==> src/common/updc_pkg.sv <==
// constants shared by the pulse counter bank and its channel counter
// assumes a 100 MHz system clock and a word-wide register port
package updc_pkg;

    // ----------------------------------------------------------------
    // geometry
    // ----------------------------------------------------------------
    localparam int NUM_CH = 8;
    localparam int SEL_W  = 4;
    localparam int CNT_W  = 32;
    localparam int ADDR_W = 8;
    localparam logic [CNT_W-1:0] CNT_MAX = 32'hFFFFFFFF;

    // ----------------------------------------------------------------
    // register offsets (byte addresses)
    // ----------------------------------------------------------------
    localparam logic [ADDR_W-1:0] OFS_SEL    = 8'h00;
    localparam logic [ADDR_W-1:0] OFS_CMD    = 8'h04;
    localparam logic [ADDR_W-1:0] OFS_CFG    = 8'h08;
    localparam logic [ADDR_W-1:0] OFS_TMO    = 8'h0C;
    localparam logic [ADDR_W-1:0] OFS_COUNT  = 8'h10;
    localparam logic [ADDR_W-1:0] OFS_PERIOD = 8'h14;
    localparam logic [ADDR_W-1:0] OFS_STAT   = 8'h18;
    localparam logic [ADDR_W-1:0] OFS_IRQ    = 8'h1C;
    localparam logic [ADDR_W-1:0] OFS_MASK   = 8'h20;

    // ----------------------------------------------------------------
    // field positions
    // ----------------------------------------------------------------
    localparam int CMD_START = 0;
    localparam int CMD_STOP  = 1;
    localparam int CMD_CLEAR = 2;
    localparam int CFG_FALL  = 0;
    localparam int STAT_DIR  = 0;
    localparam int STAT_STL  = 1;
    localparam int STAT_RUN  = 2;
    localparam int STAT_ERR  = 3;
    localparam int IRQ_STL   = 0;
    localparam int IRQ_ERR   = 1;
    localparam int IRQ_W     = 2;

    // ----------------------------------------------------------------
    // reset values
    // ----------------------------------------------------------------
    localparam logic [SEL_W-1:0] SEL_RST  = 4'h0;
    localparam logic [IRQ_W-1:0] MASK_RST = 2'h0;

    // ----------------------------------------------------------------
    // timing
    // ----------------------------------------------------------------
    localparam int  CLK_HZ      = 100_000_000;
    localparam int  TICK_HZ     = 1_000_000;
    localparam int  TICK_CYC    = CLK_HZ / TICK_HZ;
    localparam int  TICK_W      = 7;
    localparam real STALL_DEF_S = 0.05;
    localparam logic [CNT_W-1:0] TMO_RST =
        32'(int'(STALL_DEF_S * TICK_HZ));

endpackage

==> src/hdl/chan_counter.sv <==
// one up/down pulse counting channel with period and stall tracking
// assumes sources are asynchronous pins and tick is a 1 us enable pulse
`timescale 1ns/1ns
module chan_counter (
    // clock and reset
    input  wire logic                        mclk,
    input  wire logic                        rstn,
    // pulse sources
    input  wire logic                        up_src,
    input  wire logic                        down_src,
    // timebase
    input  wire logic                        tick,
    // control from the register block
    input  wire logic                        start,
    input  wire logic                        stop,
    input  wire logic                        clear,
    input  wire logic                        cfg_wr,
    input  wire logic                        tmo_wr,
    input  wire logic [updc_pkg::CNT_W-1:0]  wdata,
    // state to the register block
    output logic [updc_pkg::CNT_W-1:0]       count,
    output logic [updc_pkg::CNT_W-1:0]       period,
    output logic [updc_pkg::CNT_W-1:0]       timeout,
    output logic                             dir,
    output logic                             stalled,
    output logic                             running,
    output logic                             falling,
    output logic                             stall_evt
);

    typedef struct packed {
        logic [1:0]                  s1;
        logic [1:0]                  s2;
        logic [1:0]                  prev;
        logic                        run;
        logic                        fall;
        logic [updc_pkg::CNT_W-1:0]  tmo;
        logic [updc_pkg::CNT_W-1:0]  cnt;
        logic                        dir;
        logic [updc_pkg::CNT_W-1:0]  elap;
        logic [updc_pkg::CNT_W-1:0]  per;
        logic                        seen;
        logic                        stall;
        logic                        evt;
    } ch_s;

    ch_s q;
    ch_s d;
    logic [1:0] edg;
    logic       up_p;
    logic       dn_p;

    // ----------------------------------------------------------------
    // next state
    // ----------------------------------------------------------------
    always_comb begin
        d      = q;
        d.evt  = 1'b0;
        d.s1   = {down_src, up_src};
        d.s2   = q.s1;
        d.prev = q.s2;
        edg    = q.fall ? (q.prev & ~q.s2) : (q.s2 & ~q.prev);
        up_p   = q.run & edg[0] & ~edg[1];
        dn_p   = q.run & edg[1] & ~edg[0];
        if (start) begin
            d.run = 1'b1;
        end
        if (stop) begin
            d.run = 1'b0;
        end
        if (cfg_wr) begin
            d.fall = wdata[updc_pkg::CFG_FALL];
        end
        if (tmo_wr) begin
            d.tmo = wdata;
        end
        // free running 1 us timebase measures time since last pulse
        if (tick && q.elap != updc_pkg::CNT_MAX) begin
            d.elap = q.elap + 32'h00000001;
        end
        if (up_p || dn_p) begin
            // wraps past the maximum with no error flag
            d.cnt   = up_p ? q.cnt + 32'h00000001
                           : q.cnt - 32'h00000001;
            d.dir   = up_p;
            d.elap  = '0;
            d.seen  = 1'b1;
            d.stall = 1'b0;
            if (q.seen) begin
                d.per = q.elap;
            end
        end else if (!q.stall && q.elap >= q.tmo) begin
            d.stall = 1'b1;
            d.evt   = 1'b1;
        end
        if (clear) begin
            d.cnt  = '0;
            d.elap = '0;
        end
    end

    // ----------------------------------------------------------------
    // state register
    // ----------------------------------------------------------------
    always_ff @(posedge mclk) begin
        if (!rstn) begin
            q     <= '0;
            q.tmo <= updc_pkg::TMO_RST;
        end else begin
            q <= d;
        end
    end

    assign count     = q.cnt;
    assign period    = q.per;
    assign timeout   = q.tmo;
    assign dir       = q.dir;
    assign stalled   = q.stall;
    assign running   = q.run;
    assign falling   = q.fall;
    assign stall_evt = q.evt;

endmodule // chan_counter

==> src/hdl/up_down_pulse_counter.sv <==
// bank of eight up/down pulse counters behind a simple register port
// assumes a single 100 MHz clock and asynchronous sensor inputs
//
// Decided for this implementation: the address-and-strobe port and the placing of the registers.
`timescale 1ns/1ns

module up_down_pulse_counter (
    // clock and reset
    input  wire logic                         mclk,
    input  wire logic                         rstn,
    // sensor sources
    input  wire logic [updc_pkg::NUM_CH-1:0]  up_src,
    input  wire logic [updc_pkg::NUM_CH-1:0]  down_src,
    // register port
    input  wire logic [updc_pkg::ADDR_W-1:0]  addr,
    input  wire logic [updc_pkg::CNT_W-1:0]   wdata,
    input  wire logic                         wr,
    input  wire logic                         rd,
    output logic      [updc_pkg::CNT_W-1:0]   rdata,
    // interrupt
    output logic                              irq
);

    typedef struct packed {
        logic [updc_pkg::TICK_W-1:0] div;
        logic                        tick;
        logic [updc_pkg::SEL_W-1:0]  sel;
        logic [updc_pkg::IRQ_W-1:0]  ists;
        logic [updc_pkg::IRQ_W-1:0]  mask;
        logic [updc_pkg::CNT_W-1:0]  rdat;
        logic [updc_pkg::CNT_W-1:0]  snap_per;
        logic                        snap_dir;
        logic                        snap_stl;
        logic                        snap_run;
        logic                        err;
    } top_s;

    top_s q;
    top_s d;

    logic [updc_pkg::CNT_W-1:0] cnt_a [updc_pkg::NUM_CH];
    logic [updc_pkg::CNT_W-1:0] per_a [updc_pkg::NUM_CH];
    logic [updc_pkg::CNT_W-1:0] tmo_a [updc_pkg::NUM_CH];
    logic [updc_pkg::NUM_CH-1:0] dir_v;
    logic [updc_pkg::NUM_CH-1:0] stl_v;
    logic [updc_pkg::NUM_CH-1:0] run_v;
    logic [updc_pkg::NUM_CH-1:0] fall_v;
    logic [updc_pkg::NUM_CH-1:0] evt_v;
    logic [updc_pkg::NUM_CH-1:0] hit;
    logic                        sel_ok;
    logic                        ch_reg;
    logic                        err_acc;
    logic [2:0]                  ch;
    logic [updc_pkg::IRQ_W-1:0]  ev;
    logic [updc_pkg::IRQ_W-1:0]  clr;

    // ----------------------------------------------------------------
    // address decode
    // ----------------------------------------------------------------
    assign ch     = q.sel[2:0];
    assign sel_ok = (q.sel < 4'(updc_pkg::NUM_CH));
    assign ch_reg = (addr == updc_pkg::OFS_CMD)
                  || (addr == updc_pkg::OFS_CFG)
                  || (addr == updc_pkg::OFS_TMO)
                  || (addr == updc_pkg::OFS_COUNT)
                  || (addr == updc_pkg::OFS_PERIOD)
                  || (addr == updc_pkg::OFS_STAT);
    assign err_acc = (wr || rd) && ch_reg && !sel_ok;

    // ----------------------------------------------------------------
    // channels
    // ----------------------------------------------------------------
    genvar gi;
    generate
        for (gi = 0; gi < updc_pkg::NUM_CH; gi++) begin : g_ch
            assign hit[gi] = wr && sel_ok && (ch == 3'(gi));
            chan_counter u_ch (
                .mclk      (mclk),
                .rstn      (rstn),
                .up_src    (up_src[gi]),
                .down_src  (down_src[gi]),
                .tick      (q.tick),
                .start     (hit[gi] && addr == updc_pkg::OFS_CMD
                            && wdata[updc_pkg::CMD_START]),
                .stop      (hit[gi] && addr == updc_pkg::OFS_CMD
                            && wdata[updc_pkg::CMD_STOP]),
                .clear     (hit[gi] && addr == updc_pkg::OFS_CMD
                            && wdata[updc_pkg::CMD_CLEAR]),
                .cfg_wr    (hit[gi] && addr == updc_pkg::OFS_CFG),
                .tmo_wr    (hit[gi] && addr == updc_pkg::OFS_TMO),
                .wdata     (wdata),
                .count     (cnt_a[gi]),
                .period    (per_a[gi]),
                .timeout   (tmo_a[gi]),
                .dir       (dir_v[gi]),
                .stalled   (stl_v[gi]),
                .running   (run_v[gi]),
                .falling   (fall_v[gi]),
                .stall_evt (evt_v[gi])
            );
        end
    endgenerate

    // ----------------------------------------------------------------
    // next state
    // ----------------------------------------------------------------
    always_comb begin
        d      = q;
        d.rdat = '0;
        clr    = '0;
        // 1 us enable pulse from the system clock
        d.tick = 1'b0;
        if (q.div == 7'(updc_pkg::TICK_CYC - 1)) begin
            d.div  = '0;
            d.tick = 1'b1;
        end else begin
            d.div = q.div + 7'h01;
        end
        if (wr && addr == updc_pkg::OFS_SEL) begin
            d.sel = wdata[updc_pkg::SEL_W-1:0];
        end
        if (wr && addr == updc_pkg::OFS_MASK) begin
            d.mask = wdata[updc_pkg::IRQ_W-1:0];
        end
        if (err_acc) begin
            d.err = 1'b1;
        end else if ((wr || rd) && ch_reg) begin
            d.err = 1'b0;
        end
        if (rd) begin
            case (addr)
                updc_pkg::OFS_SEL: begin
                    d.rdat = {28'h0000000, q.sel};
                end
                updc_pkg::OFS_CFG: begin
                    d.rdat = sel_ok ? {31'h00000000, fall_v[ch]} : '0;
                end
                updc_pkg::OFS_TMO: begin
                    d.rdat = sel_ok ? tmo_a[ch] : '0;
                end
                updc_pkg::OFS_COUNT: begin
                    if (sel_ok) begin
                        d.rdat     = cnt_a[ch];
                        d.snap_per = per_a[ch];
                        d.snap_dir = dir_v[ch];
                        d.snap_stl = stl_v[ch];
                        d.snap_run = run_v[ch];
                    end
                end
                updc_pkg::OFS_PERIOD: begin
                    d.rdat = sel_ok ? q.snap_per : '0;
                end
                updc_pkg::OFS_STAT: begin
                    d.rdat = '0;
                    d.rdat[updc_pkg::STAT_ERR] = q.err;
                    if (sel_ok) begin
                        d.rdat[updc_pkg::STAT_DIR] = q.snap_dir;
                        d.rdat[updc_pkg::STAT_STL] = q.snap_stl;
                        d.rdat[updc_pkg::STAT_RUN] = q.snap_run;
                    end
                end
                updc_pkg::OFS_IRQ: begin
                    d.rdat = {30'h00000000, q.ists};
                    clr    = q.ists;
                end
                updc_pkg::OFS_MASK: begin
                    d.rdat = {30'h00000000, q.mask};
                end
                default: begin
                    d.rdat = '0;
                end
            endcase
        end
        // an event in the clearing cycle stays set
        ev                   = '0;
        ev[updc_pkg::IRQ_STL] = |evt_v;
        ev[updc_pkg::IRQ_ERR] = err_acc;
        d.ists = (q.ists & ~clr) | ev;
    end

    // ----------------------------------------------------------------
    // state register
    // ----------------------------------------------------------------
    always_ff @(posedge mclk) begin
        if (!rstn) begin
            q      <= '0;
            q.sel  <= updc_pkg::SEL_RST;
            q.mask <= updc_pkg::MASK_RST;
        end else begin
            q <= d;
        end
    end

    assign rdata = q.rdat;
    assign irq   = |(q.ists & q.mask);

endmodule // up_down_pulse_counter

==> config.mk <==
export PLATFORM = sky130hd
export DESIGN_NAME = up_down_pulse_counter
export DESIGN_NICKNAME = d
export VERILOG_FILES = /design/src/common/updc_pkg.sv /design/src/hdl/chan_counter.sv /design/src/hdl/up_down_pulse_counter.sv
export SDC_FILE = /design/constraint.sdc
export NUM_CORES = 2
export LEC_CHECK = 0
export CAP_MARGIN = 20
export CORE_ASPECT_RATIO = 0.6
export CORE_MARGIN = 5
export CORE_UTILIZATION = 55
export DETAILED_ROUTE_END_ITERATION = 10
export DONT_BUFFER_PORTS = 1
export HOLD_SLACK_MARGIN = 0.12
export PLACE_DENSITY_LB_ADDON = 0.15
export SLEW_MARGIN = 10
export SYNTH_ARGS = -nofsm -noshare
export SYNTH_HDL_FRONTEND = slang
export SYNTH_SLANG_ARGS = --single-unit
==> constraint.sdc <==
create_clock -name mclk -period 4.3 [get_ports mclk]
set_clock_uncertainty 0.15 [all_clocks]
set_input_delay 0.43 -clock mclk [delete_from_list [all_inputs] [get_ports mclk]]
set_output_delay 0.43 -clock mclk [all_outputs]
set_load 0.01 [all_outputs]
==> flow_results.org <==
** Outcome
- Run status :: finished, final reports clean

** Synth
- During synthesis, Yosys emitted a total of 0 warnings.
- Number of synthesized flops with an enable pin :: 0
- Summing every instance area after synthesis gives just under 70000 µm².
- After synthesis, the share of flip-flops with an asynchronous set or reset is 0%.
- Per-instance average area after synthesis :: slightly above 8 µm²
- Counting flops and latches in the post-synthesis netlist gives roughly 1200.
- Net Count, Synth :: 8862
- After synthesis, flip-flops and latches occupy about a third of the total area.
- The number of different library cells used by synthesis comes to 94.
- Synthesis produced between 8000 and 9000 cells.
- Dominant synthesized flop cell :: sky130_fd_sc_hd__dfxtp_1

** Placement
- Summing all placed instances gives a cell area of roughly 70000 µm².
- Before CTS, the worst setup slack after placement is around 5.3 ps.
- Buffers placed on the I/O ports in this run total 0.
- Number of placed instances with taps included :: 9623
- At the end of routability-driven placement, the weighted congestion stood at roughly 0.97.
- Final HPWL from detailed placement :: approximately 190000 µm

** Setup path
- The worst setup path is launched from a flop.
- Start point of the critical path :: g_ch[6].u_ch.d[135]
- In this run the worst path has a maximum fanout of 11.
- Destination of the worst register-to-register timing path :: g_ch[6].u_ch.count[30]
- The kind of cell with the highest combined delay along the critical path is compound AO/OA/AOI/OAI gates.
- Delay of the slowest critical-path stage :: 440 ps
- The critical path contains buffers and inverters numbering 2 combined.
- Crit-path most repeated cell :: sky130_fd_sc_hd__a21oi_1
- Path depth of the worst reg2reg path :: 18
- At the worst endpoint, the arrival time is approximately 4600 ps.
- By startpoint and endpoint, the worst setup path is classified as reg -> reg.
- STA classifies the critical path endpoint as a flop.
- Internal reg-to-reg setup slack :: about 210 ps
- For this design, the slowest cell found on the critical path is sky130_fd_sc_hd__o311a_1.
- At the worst endpoint, the required time is 4820 ps.
- RR Startpoint :: g_ch[6].u_ch.d[135]
- Traced cell by cell, the critical path runs through inv_1 > a21oi_1 > nand3_1 > o31ai_1 > nand2_1 > buf_4 > ha_1 > and2_1 > and3_1 > a32oi_1 > nand3_1 > o311a_1 > o211ai_1 > a21oi_1 > a311oi_2 > xnor2_1 > nand2_1 > a21oi_1.

** Timing
- Setup violations remaining at the end of the flow were counted as 0.
- Least-Margin Pin Slew :: about 1300 ps
- Total count of max-transition violations in the final report :: 0
- Final period util :: about 95%
- Static timing analysis puts the maximum clock frequency at 244 MHz.
- Slew Limit Headroom :: ~16%
- The final hold violation count is 0.
- The worst path needs just over 4000 ps of the cycle, external delays included.
- In the post-route analysis, the smallest setup slack over all paths is around 210 ps.
- Setup repair after global routing missed its margin :: true

** Clock tree
- Total clock sinks :: ~1200
- Num CTS Buffers :: 115
- The H-tree was split into 3 levels.
- TritonCTS built the clock tree.
- Bufs on Longest Clock Path :: 3
- Worst-Skew Late Latency :: between 700 and 800 ps
- Clock-pin slew reported for the worst setup and hold paths after clock tree synthesis :: 70 ps
- Buffer cell driving the clock tree root :: sky130_fd_sc_hd__clkbuf_16

** Floorplanning
- The die is roughly 470 µm wide.
- Height of the die :: 283 µm
- The core region is between 100000 and 150000 µm².
- Die Outline Area :: roughly 130000 µm²
- During I/O placement, the number of pins put on the boundary was a little over 90.
- Core Rows :: 100
- Starting utilization of the core area :: around 55%

** Global routing
- Across every metal layer, demand over resource in global routing totals 36.1%.
- The number of antenna violations at the first check in global routing is 27.
- Busiest grt layer :: met1
- Entering global routing, the biggest net connects about 200 pins.
- Total congestion overflow :: 0
- Routing usage on met3 :: between 10% and 20%
- For met1 alone, demand over resource in global routing was a little under three fifths.
- Wire length of the first global-routing pass :: 363000 µm
- Global-route track usage on met2 :: roughly 43%
- The via count of the first global-routing pass came to about 55000.

** Worst hold path
- For hold timing, the worst endpoint is rdata[0].
- The worst hold path passes through 3 cells.
- The tightest min-delay check is of the in -> reg type.
- Startpoint of the lowest-slack hold path :: addr[5]

** Finish
- From synthesis to final layout, the design area changed by 9.72%.
- The register with the most flip-flops in the layout has 280 of them.
- The count of cells in the finished layout, fillers not included, comes to ~9900.
- Cells fill 60.7% of the core in the end.
- After the last flow step, the layout net total stands at about 8800.
- Once layout is done, the placed cells without fillers occupy 75100 µm².
- Cells with a size suffix above 1 make up 8.69% of the layout.
- The filler cells instantiated in the layout total between 10000 and 15000.
- Register bank with the most flops :: g_ch.u_ch.q

** Job
- Across the run, the number of max-cap violations was 0.

** Routing
- Routed WL per cell :: around 25 µm
- Post-Route WL :: approximately 250000 µm
- Routed via count divided by cell count :: roughly 6.2
- For this run, design rule violations remaining after detail routing come to 0.
- The final route contains slightly above 60000 vias.
- The detailed router finished its first iteration with a little under 9000 violations.
- Final antenna-violating net count :: 0
- The first detailed-routing pass took 9 iterations.

** Power
- Total power of the final layout :: 22.6 mW
- Power Dens Cells :: about 300 nW/µm²
- Highest ir drop seen on vdd :: between 0.3 and 0.4 mV
- Leakage power of the design :: 29.0 nW
==> kinds of logic after synthesis <==
kind of cell | synth area share (%)
xor+xnor | 5.27
compound gates | 16.8
mux | 8.47
flops | 35.2
buf+inv | 5.07
simple gates | 19.7
fa+ha+maj | 9.48
==> power by group <==
group	switching (mW)	total, mW	internal [mW]
Combinational	0.362	0.469	0.107
Sequential	0.0159	11.2	11.2
Clock	4.79	10.9	6.12
==> synthesized netlist by cell type, types with 86 or more instances <==
cell                          n  share of area [%]
sky130_fd_sc_hd__nand3_1    180                1.3
sky130_fd_sc_hd__xnor2_1    196                2.5
sky130_fd_sc_hd__nor2_1     629                3.4
sky130_fd_sc_hd__nand4_1    108               0.99
sky130_fd_sc_hd__and3_1      86               0.79
sky130_fd_sc_hd__o21ai_0    246                1.8
sky130_fd_sc_hd__inv_1      393                2.2
sky130_fd_sc_hd__a21o_1     227                2.5
sky130_fd_sc_hd__ha_1       506                9.2
sky130_fd_sc_hd__xor2_1     216                2.8
sky130_fd_sc_hd__nor3_1      86               0.63
sky130_fd_sc_hd__dfxtp_1   1204                 35
sky130_fd_sc_hd__a21oi_1    987                7.2
sky130_fd_sc_hd__nand2_1   1600                8.8
sky130_fd_sc_hd__clkbuf_1   290                1.6
sky130_fd_sc_hd__mux4_2     200                6.6
==> worst max-delay path by stage <==
stage                                        end  slack, ps  cells past startpoint
final                     g_ch[6].u_ch.count[30]        210                     18
after global routing      g_ch[5].u_ch.count[30]        -60                     16
after CTS                 g_ch[4].u_ch.count[24]          4                     15
after detailed placement  g_ch[4].u_ch.count[24]          5                     16
after global placement    g_ch[7].u_ch.count[31]        130                     19
after floorplan           g_ch[7].u_ch.count[31]         60                     18
==> final cells by class <==
type	count	area, µm²	share of cell area, %
clock buffers	162	3360	4.47
clock inverters	50	632	0.841
flip-flops and latches	1204	24100	32.1
multi-input cells	6234	41200	54.9
repair buffers	237	2230	2.97
diodes	10	25.0	0.0333
inverters	394	1490	1.98
well taps	1632	2040	2.72
==> timing repair <==
item | in CTS | in global routing
hold buffers | 65 | 0
setup endpoints to repair | 1 | 54
hold endpoints to repair | 620 | 0
setup buffers | 0 | 9
pin swaps | 0 | 12
gates resized for setup | 1 | 56
==> per-layer routing <==
| layer | share of wire (%) | up-vias |
|---|---|---|
| li1 | - | 28688 |
| met1 | 46 | 29528 |
| met2 | 35 | 3419 |
| met3 | 16 | 345 |
| met4 | 3.2 | 8 |
| met5 | 0.073 | - |
==> tightest hold or removal path, cell delays in order <==
cell                       delay, ps
sky130_fd_sc_hd__mux2_2          130
sky130_fd_sc_hd__a222oi_1         70
sky130_fd_sc_hd__nor2_1          290
==> metrics by stage <==
step	TNS [ps]	hold WS, ps
6_report	0	149
5_1_grt	-130	121
4_1_cts	0	120
3_5_place_dp	0	292
3_3_place_gp	0	281
2_1_floorplan	0	262
==> cell usage in the layout, fill, tap and decap left out, drive strengths merged, types with 25 or more instances in the layout <==
cell,count
buf,174
o21ai,267
clkbuf,162
dlygate4sd3,63
o211ai,66
nand2b,59
nand2,1600
and4,32
and2,80
nor3,90
nand4,111
dfxtp,1204
o21bai,32
a21oi,987
mux4,200
a31oi,36
xnor2,196
and3,90
nor2b,58
mux2i,78
or3,62
ha,506
inv,397
a21o,227
nand3,182
mux2,46
xor2,216
clkinv,33
a211oi,80
nor2,630
a221oi,25
No activity file was read; power rests on OpenSTA's default activity.
